## config.mk

```make
export PLATFORM = sky130hd
export DESIGN_NAME = dac_serial_ctrl
export DESIGN_NICKNAME = d
export VERILOG_FILES = /design/src/hw/dac_serial_ctrl.v
export VERILOG_INCLUDE_DIRS = /design/src /design/src/hw
export SDC_FILE = /design/constraint.sdc
export NUM_CORES = 1
export LEC_CHECK = 0
export BUFFER_PORTS_ARGS = -buffer_cell sky130_fd_sc_hd__clkbuf_2
export CAP_MARGIN = 0
export CELL_PAD_IN_SITES_DETAIL_PLACEMENT = 1
export CELL_PAD_IN_SITES_GLOBAL_PLACEMENT = 1
export CORE_UTILIZATION = 53
export DETAILED_ROUTE_END_ITERATION = 6
export GPL_TIMING_DRIVEN = 0
export HOLD_SLACK_MARGIN = 0.1
export PLACE_DENSITY_LB_ADDON = 0.1
export SYNTH_ARGS = -nofsm -noshare
export SYNTH_HDL_FRONTEND = slang
export SYNTH_SLANG_ARGS = --single-unit
```

## constraint.sdc

```tcl
create_clock -name clk_sys -period 19.07 [get_ports clk_sys]
set_input_delay 3.814 -clock clk_sys [delete_from_list [all_inputs] [get_ports clk_sys]]
set_output_delay 3.814 -clock clk_sys [all_outputs]
set_load 0.01 [all_outputs]
```

## src/hw/dac_serial_consts.vh

```
// constants for the octal dac serial control front end
`ifndef DAC_SERIAL_CONSTS_VH
`define DAC_SERIAL_CONSTS_VH

// word layout
`define WORD_W 16
`define CODE_W 12
`define ADDR_HI 15
`define ADDR_LO 12
`define DATA_HI 11

// target_select codes
`define TS_PAIR_BASE 4'h0
`define TS_CW_ZERO 4'h8
`define TS_CW_ONE 4'h9
`define TS_PRESET 4'hA
`define TS_RESERVED 4'hB

// control_word_zero fields
`define C0_OFF_BIT 4
`define C0_DO_BIT 3
`define C0_REF_HI 2
`define C0_REF_LO 1
`define C0_FMT_BIT 0
`define C0_W 5
`define C0_RESET 5'h00

// control_word_one fields
`define C1_OFF_HI 7
`define C1_OFF_LO 4
`define C1_SP_HI 3
`define C1_SP_LO 0
`define C1_W 8
`define C1_RESET 8'h00

// chain delay in shift clock cycles
`define CHAIN_DELAY 16

`endif

```

## src/hw/dac_serial_ctrl.v

```verilog
// serial word capture, register decode and latch logic of the octal dac
// Notes on behaviour
// - frame_sync_n fall starts word, msb first
// - after sixteen bits, load addressed holding register
// - latch_update_n low copies holding into latches
// - serial_out repeats serial_in sixteen clocks later
// - reset clears every latch, holding, preset and control register
// - mode pin low pulse framing, high enable
// - enable framing: early frame rise discards word
// - enable framing: update on closing frame rise
// - pulse framing: capture sixteen bits regardless
// - bits 15..12 address, bits 11..0 data
// - codes 0-7 channels, 8-9 control, 10 preset
// - pair write loads code and complement
// - lower resolutions ignore low data bits
// - force_default_n low outputs preset value
// - control zero bit 4 full shutdown
// - control zero bit 3 enables serial_out
// - control zero bits 2..1 reference select
// - control zero bit 0 code format
// - control one bits 7..4 pair shutdown
// - control one bits 3..0 pair fast settle
`include "dac_serial_consts.vh"

module dac_serial_ctrl #(
   parameter RES = 12,        // 12, 10 or 8 bit variant
   parameter BUF_DEPTH = 2    // words held between capture and decode
) (
   // system
   input wire clk_sys,
   input wire resetn,
   // serial pins
   input wire shift_clock,
   input wire serial_in,
   input wire frame_sync_n,
   input wire latch_update_n,
   input wire force_default_n,
   input wire mode_sel,
   output reg serial_out,
   // channel codes, channel a in the low bits
   output reg [8*`CODE_W-1:0] dac_code,
   // analog controls
   output reg full_shutdown,
   output reg [1:0] ref_select,
   output reg code_format_sel,
   output reg [3:0] pair_shutdown,
   output reg [3:0] pair_fast_settle
);

   localparam AW = (BUF_DEPTH > 1) ? $clog2(BUF_DEPTH) : 1;
   // low code bits below the resolution read as zero; control words unmasked
   localparam [`CODE_W-1:0] RES_MASK = ~((12'h001 << (`CODE_W - RES)) - 12'h001);

   // framing states, one-hot
   localparam [2:0] ST_IDLE = 3'h1;
   localparam [2:0] ST_SHIFT = 3'h2;
   localparam [2:0] ST_HOLD = 3'h4;

   integer i, j;   // one loop index per process, so each has one driver

   // reset release through two flops
   reg [1:0] rst_sync_r;
   wire rst_n;

   always @(posedge clk_sys or negedge resetn)
   begin
      if (!resetn)
         rst_sync_r <= 2'h0;
      else
         rst_sync_r <= {rst_sync_r[0], 1'b1};
   end
   assign rst_n = rst_sync_r[1];

   // pin synchronisers: bit0 sclk, 1 din, 2 frame, 3 update, 4 pre, 5 mode
   reg [5:0] pin_s1_r;
   reg [5:0] pin_s2_r;
   reg sclk_prev_r;   // previous synced shift clock
   reg frm_prev_r;    // previous synced frame sync

   // active low pins idle high so reset makes no false edge
   always @(posedge clk_sys or negedge rst_n)
   begin
      if (!rst_n)
      begin
         pin_s1_r <= 6'h1D;
         pin_s2_r <= 6'h1D;
         sclk_prev_r <= 1'b1;
         frm_prev_r <= 1'b1;
      end
      else
      begin
         pin_s1_r <= {mode_sel, force_default_n, latch_update_n,
                      frame_sync_n, serial_in, shift_clock};
         pin_s2_r <= pin_s1_r;
         sclk_prev_r <= pin_s2_r[0];
         frm_prev_r <= pin_s2_r[2];
      end
   end

   wire din_s = pin_s2_r[1];
   wire frm_s = pin_s2_r[2];
   wire upd_n_s = pin_s2_r[3];
   wire pre_n_s = pin_s2_r[4];
   wire framed_mode = pin_s2_r[5];
   wire sclk_fall = sclk_prev_r & ~pin_s2_r[0];
   wire frm_fall = frm_prev_r & ~frm_s;
   wire frm_rise = ~frm_prev_r & frm_s;

   // capture state
   reg [2:0] state_r;
   reg [2:0] state_nxt;
   reg [`WORD_W-1:0] shift_r;
   reg [4:0] bit_cnt_r;
   reg [`WORD_W-1:0] word_r;     // completed word waiting for the buffer
   reg word_vld_r;
   wire buf_in_ready;
   wire bit_in = (state_r == ST_SHIFT) && sclk_fall;
   wire last_bit = bit_in && (bit_cnt_r == 5'h0F);

   // framing state machine
   always @*
   begin
      state_nxt = state_r;
      case (state_r)
         ST_IDLE:
            if (frm_fall)
               state_nxt = ST_SHIFT;
         ST_SHIFT:
            if (last_bit)
               state_nxt = (framed_mode & ~frm_rise) ? ST_HOLD : ST_IDLE;
            else if (framed_mode && frm_rise)
               state_nxt = ST_IDLE;
         ST_HOLD:
            if (frm_rise)
               state_nxt = ST_IDLE;
         default:
            state_nxt = ST_IDLE;
      endcase
   end

   // shift register, bit count and completed word hand-off
   always @(posedge clk_sys or negedge rst_n)
   begin
      if (!rst_n)
      begin
         state_r <= ST_IDLE;
         shift_r <= 16'h0000;
         bit_cnt_r <= 5'h00;
         word_r <= 16'h0000;
         word_vld_r <= 1'b0;
      end
      else
      begin
         state_r <= state_nxt;
         if (state_r == ST_IDLE)
            bit_cnt_r <= 5'h00;
         if (bit_in)
         begin
            shift_r <= {shift_r[`WORD_W-2:0], din_s};
            bit_cnt_r <= bit_cnt_r + 5'h01;
         end
         // the capture never stalls; a word waits here while the buffer is full
         if (word_vld_r && buf_in_ready)
            word_vld_r <= 1'b0;
         // a frame rise on the last edge itself would never reach the hold
         if (last_bit && (!framed_mode || frm_rise))
         begin
            word_r <= {shift_r[`WORD_W-2:0], din_s};
            word_vld_r <= 1'b1;
         end
         else if (state_r == ST_HOLD && frm_rise)
         begin
            word_r <= shift_r;
            word_vld_r <= 1'b1;
         end
      end
   end

   // two-entry buffer between capture and decode
   reg [`WORD_W-1:0] buf_mem [0:BUF_DEPTH-1];
   reg [AW-1:0] wr_ptr_r;
   reg [AW-1:0] rd_ptr_r;
   reg [AW:0] buf_cnt_r;
   reg dec_busy_r;   // decode takes a settle cycle after each word
   wire buf_out_valid = (buf_cnt_r != 0);
   wire dec_ready = ~dec_busy_r;
   wire push = word_vld_r && buf_in_ready;
   wire pop = buf_out_valid && dec_ready;
   wire [`WORD_W-1:0] pop_word = buf_mem[rd_ptr_r];
   assign buf_in_ready = (buf_cnt_r != BUF_DEPTH);

   // pointers wrap at the depth so any depth works
   always @(posedge clk_sys or negedge rst_n)
   begin
      if (!rst_n)
      begin
         wr_ptr_r <= {AW{1'b0}};
         rd_ptr_r <= {AW{1'b0}};
         buf_cnt_r <= {(AW+1){1'b0}};
         dec_busy_r <= 1'b0;
      end
      else
      begin
         dec_busy_r <= pop;
         if (push)
            wr_ptr_r <= (wr_ptr_r == BUF_DEPTH - 1) ? {AW{1'b0}} :
                        wr_ptr_r + {{(AW-1){1'b0}}, 1'b1};
         if (pop)
            rd_ptr_r <= (rd_ptr_r == BUF_DEPTH - 1) ? {AW{1'b0}} :
                        rd_ptr_r + {{(AW-1){1'b0}}, 1'b1};
         if (push && !pop)
            buf_cnt_r <= buf_cnt_r + {{AW{1'b0}}, 1'b1};
         else if (pop && !push)
            buf_cnt_r <= buf_cnt_r - {{AW{1'b0}}, 1'b1};
      end
   end

   // buffer storage, no reset needed since count guards reads
   always @(posedge clk_sys)
   begin
      if (push)
         buf_mem[wr_ptr_r] <= word_r;
   end

   // decode fields of the popped word
   wire [3:0] tsel = pop_word[`ADDR_HI:`ADDR_LO];
   wire [`CODE_W-1:0] pdata = pop_word[`DATA_HI:0] & RES_MASK;
   wire [`CODE_W-1:0] pdata_inv = ~pop_word[`DATA_HI:0] & RES_MASK;

   // holding, latch, preset and control storage
   reg [`CODE_W-1:0] hold_r [0:7];
   reg [`CODE_W-1:0] latch_r [0:7];
   reg [`CODE_W-1:0] preset_r;
   reg [`C0_W-1:0] cw0_r;
   reg [`C1_W-1:0] cw1_r;
   wire [`CODE_W-1:0] fmt_flip = {cw0_r[`C0_FMT_BIT], 11'h000};

   // register writes from decoded words
   always @(posedge clk_sys or negedge rst_n)
   begin
      if (!rst_n)
      begin
         for (i = 0; i < 8; i = i + 1)
            hold_r[i] <= 12'h000;
         preset_r <= 12'h000;
         cw0_r <= `C0_RESET;
         cw1_r <= `C1_RESET;
      end
      else if (pop)
      begin
         case (tsel)
            `TS_CW_ZERO:
               cw0_r <= pop_word[`C0_W-1:0];
            `TS_CW_ONE:
               cw1_r <= pop_word[`C1_W-1:0];
            `TS_PRESET:
               preset_r <= pdata;
            `TS_RESERVED:
               ;
            default:
               if (!tsel[3])
                  hold_r[tsel[2:0]] <= pdata;
               else
               begin
                  hold_r[{tsel[1:0], 1'b0}] <= pdata;
                  hold_r[{tsel[1:0], 1'b1}] <= pdata_inv;
               end
         endcase
      end
   end

   // latch transfer and output drive; preset overrides at the output
   always @(posedge clk_sys or negedge rst_n)
   begin
      if (!rst_n)
      begin
         for (j = 0; j < 8; j = j + 1)
            latch_r[j] <= 12'h000;
         dac_code <= {(8*`CODE_W){1'b0}};
      end
      else
      begin
         for (j = 0; j < 8; j = j + 1)
         begin
            // level sensitive, so a held-low pin tracks every write
            if (!upd_n_s)
               latch_r[j] <= hold_r[j] ^ fmt_flip;
            if (!pre_n_s)
               dac_code[j*`CODE_W +: `CODE_W] <= preset_r;
            else
               dac_code[j*`CODE_W +: `CODE_W] <= latch_r[j];
         end
      end
   end

   // daisy chain delay line, runs on every shift clock fall
   reg [`CHAIN_DELAY-1:0] chain_r;

   always @(posedge clk_sys or negedge rst_n)
   begin
      if (!rst_n)
      begin
         chain_r <= {`CHAIN_DELAY{1'b0}};
         serial_out <= 1'b0;
      end
      else if (sclk_fall)
      begin
         chain_r <= {chain_r[`CHAIN_DELAY-2:0], din_s};
         // held low when chaining is off
         serial_out <= cw0_r[`C0_DO_BIT] & chain_r[`CHAIN_DELAY-1];
      end
   end

   // control outputs registered from the control words
   always @(posedge clk_sys or negedge rst_n)
   begin
      if (!rst_n)
      begin
         full_shutdown <= 1'b0;
         ref_select <= 2'h0;
         code_format_sel <= 1'b0;
         pair_shutdown <= 4'h0;
         pair_fast_settle <= 4'h0;
      end
      else
      begin
         full_shutdown <= cw0_r[`C0_OFF_BIT];
         ref_select <= cw0_r[`C0_REF_HI:`C0_REF_LO];
         code_format_sel <= cw0_r[`C0_FMT_BIT];
         pair_shutdown <= cw1_r[`C1_OFF_HI:`C1_OFF_LO];
         pair_fast_settle <= cw1_r[`C1_SP_HI:`C1_SP_LO];
      end
   end

endmodule

```

==> results by group <==
Critical path
  • Crit-path cells: clkbuf_2
  • Crit Path Category: reg2out
  • Worst Path Arrival: 1.08 ns
  • CP delay by family, top: flip-flops
  • Crit Path Max Fanout: 1
  • Critical path's largest stage delay: 0.39 ns
  • Crit path required time: 15.26 ns
  • Reg2Reg Setup Slack: 16.02 ns
  • Crit end category: output port
  • Slowest-stage cell, CP: dfrtp_1
  • Reg2reg start: rd_ptr_r$_DFFE_PN0N_
  • Count of buffer and inverter cells on the critical path: 1
  • Crit. Startpoint: dac_code[61]$_DFF_PN0_
  • CP startpoint kind: register

Logic synthesis
  • Synth top cells by count: dfrtp_1, nand2_1, mux2_2, clkbuf_1, mux2i_1
  • Seq/Total Area, Yosys: 66.2%
  • Post-Syn Instances: 1,281
  • Area leader, netlist: dfrtp_1
  • Yosys reg bits: 436
  • Post-synth EDFFs: 32
  • Mapped Area: 0.0167 mm2
  • Async set-reset flop share out of synthesis: 92.7%
  • Syn_area_per_cell: 13.1 um2
  • Net Count, Synth: 1,292
  • Most common cell in the netlist: dfrtp_1
  • Share of the synthesized area in the top cell type: 58.8%
  • Ys Warns: 0
  • Main area contributors after synthesis: dfrtp_1, mux2_2, nand2_1
  • Top FF cell, synth: dfrtp_1
  • Yosys cell types: 61

GRT
  • Initial antenna violation count: 1
  • Pin count of the biggest net entering global routing: 76
  • Vias in the first global route: 11,800
  • Gr usage total: 28.5%
  • Grt total ovfl: 0
  • First-pass GRT wire length: 69.9 mm

Clock network
  • Clk buf depth: 3
  • Later-pin clock latency in the skew report: 0.56 ns
  • CTS tree: yes
  • Clk pin slew, worst setup/hold paths: 0.06 ns
  • CTS sink count: 436
  • Clk root buf: clkbuf_16
  • # resized after CTS: 0
  • Post-CTS Repair Setup Buffers: 0
  • Max H-tree Level: 2
  • TritonCTS buffer count: 45
  • Hold-fix buffers, CTS: 0

Power
  • Leakage: 10.2 nW
  • Internal: 0.00147 W
  • Peak supply drop: 0.0000854 V
  • Sw Pwr: 0.000405 W
  • Combinational share of power: 3.2%
  • P per Cell Area: 96.3 mW/mm2
  • Seq pwr share: 51.0%
  • Clock share of power: 45.7%
  • Sw Ratio: 21.6%

Outcome
  • Failing checks: DRC
  • Outcome: complete, but fails checks

STA
  • Shortest period the worst path allows: 4.90 ns
  • Setup violators final: 0
  • Hold Vio Cnt, Final: 0
  • Clk_skew: 0.0230 ns
  • Setup TNS: 0 ns
  • Measured slew at the worst slew-check pin: 1.21 ns
  • Fin crit share: 25.7%
  • RSZ-0062 raised after global routing: false
  • Fmax: 204 MHz
  • Slew Limit Fails: 0
  • Slew margin rel.: 17.0%

Floorplanning
  • Initial core utilization: 54.3%
  • Number of top-level pins: 117
  • Row cnt: 64
  • Die Span Y: 180 um
  • CORE AREA: 0.0308 mm2
  • Die area: 0.0323 mm2
  • Die X: 180 um

Route
  • ANT nets after route: 0
  • Drc violations: 13
  • Drt pass-1 iters: 7
  • DRT iter0 DRCs: 676
  • Final WL: 44.0 mm
  • Vias: 10,600
  • Routed metal-1 wire length: 18.4 mm
  • Met2 WL: 22.6 mm
  • Routed wire length on met3: 1.40 mm
  • Max Used Layer: met4
  • Wire per inst: 23.4 um
  • Via density: 5.65

Final layout
  • Diodes inserted: 0
  • Final core occ: 63.1%
  • Register area: 0.0111 mm2
  • # nets final: 1,462
  • Multi-input combinational cell area: 0.00530 mm2
  • Layout cells sized above 1: 26.6%
  • Fillers: 3,036
  • Layout area overhead: 16.3%

Place
  • GPL Wtd Cong: 0.820
  • # port buffers: 116
  • DP Wirelength: 28.6 mm

Worst hold path
  • Min-delay worst type: reg2async

Flow run
  • Max Cap Viol: 0
[state kept, by name, indices dropped and copies added, names as in the netlist, 2 cells and up]
| name | flops |
|---|---|
| cw0_r | 5 |
| cw1_r | 8 |
| pair_fast_settle | 4 |
| rst_sync_r | 2 |
| latch_r | 96 |
| ref_select | 2 |
| word_r | 16 |
| pin_s1_r | 6 |
| chain_r | 16 |
| dac_code | 96 |
| hold_r | 96 |
| state_r | 3 |
| pin_s2_r | 6 |
| buf_cnt_r | 2 |
| bit_cnt_r | 5 |
| preset_r | 12 |
| pair_shutdown | 4 |
| buf_mem | 32 |
| shift_r | 16 |
[power by group through the flow]
stage | registers, W | clock network, W | logic (W)
finish | 0.000957 | 0.000857 | 0.0000608
global route | 0.000958 | 0.000904 | 0.0000692
CTS | 0.000957 | 0.000872 | 0.0000626
detailed placement | 0.000973 | 0 | 0.0000619
global placement | 0.000989 | 0 | 0.0000382
floorplan | 0.000982 | 0 | 0.0000293
[cell usage in the layout, fill, tap and decap left out, types with 14 or more instances in the layout]
cell type / count
edfxtp_1: 32
mux2_2: 157
a2bb2oi_1: 23
nand2b_1: 17
clkbuf_8: 14
dfrtp_1: 392
clkbuf_1: 61
clkbuf_16: 45
clkbuf_2: 116
o21ai_0: 41
mux2_1: 19
a21o_1: 18
a22o_1: 16
mux2i_1: 49
nand2_1: 304
nor2_1: 19
[worst paths after layout]
| kind | end | cells past startpoint |
|---|---|---|
| min reg2reg | pair_fast_settle[3]$_DFF_PN0_ | 0 |
| max reg2reg | hold_r[51]$_DFFE_PN0P_ | 7 |
| min | pair_fast_settle[3]$_DFF_PN0_ | 0 |
| max in group asynchronous | rst_sync_r[1]$_DFF_PN0_ | 1 |
| max | dac_code[61] | 1 |
| min in group clk_sys | rst_sync_r[1]$_DFF_PN0_ | 0 |
[metal layers]
metal | global-route usage (%) | vias to the layer above
met5 | 0 | -
met4 | 10.7 | 0
met3 | 3.26 | 84
met2 | 50.5 | 226
met1 | 36.1 | 5589
li1 | - | 4711
[stage by stage]
stage,power (W),hold slack (ns),instances,setup WS (ns),instance area [um2]
2_1_floorplan,0.00101,0.331,1281,7.00,16700
4_1_cts,0.00189,0.169,1879,14.15,19500
5_1_grt,0.00193,0.175,1879,14.14,19500
6_report,0.00187,0.163,1879,14.17,19500
3_5_place_dp,0.00104,0.162,1800,14.75,18000
3_3_place_gp,0.00103,0.332,1793,2.86,17800
[cell families (layout without fill, tap and decap cells)]
| family | after synthesis | in the layout | share of synthesized area (%) |
|---|---|---|---|
| DFF | 436 | 436 | 66.2 |
| and+or+nand+nor | 379 | 379 | 9.65 |
| muxes | 229 | 229 | 15.1 |
| AOI/OAI and AO/OA | 138 | 138 | 5.96 |
| buffers and inverters | 82 | 284 | 2.11 |
| xor gates and xnor gates | 13 | 13 | 0.680 |
| adders and majority gates | 3 | 3 | 0.224 |
| other | 1 | 1 | 0.0224 |
[layout make-up]
type	count	share of cell area, %
clock inverters	10	0.501
well taps	396	2.55
clock buffers	69	6.97
inverters	6	0.116
multi-input cells	763	27.2
flip-flops and latches	436	57.0
repair buffers	123	3.97
plain buffers	76	1.70
No activity file was read; power rests on OpenSTA's default activity.
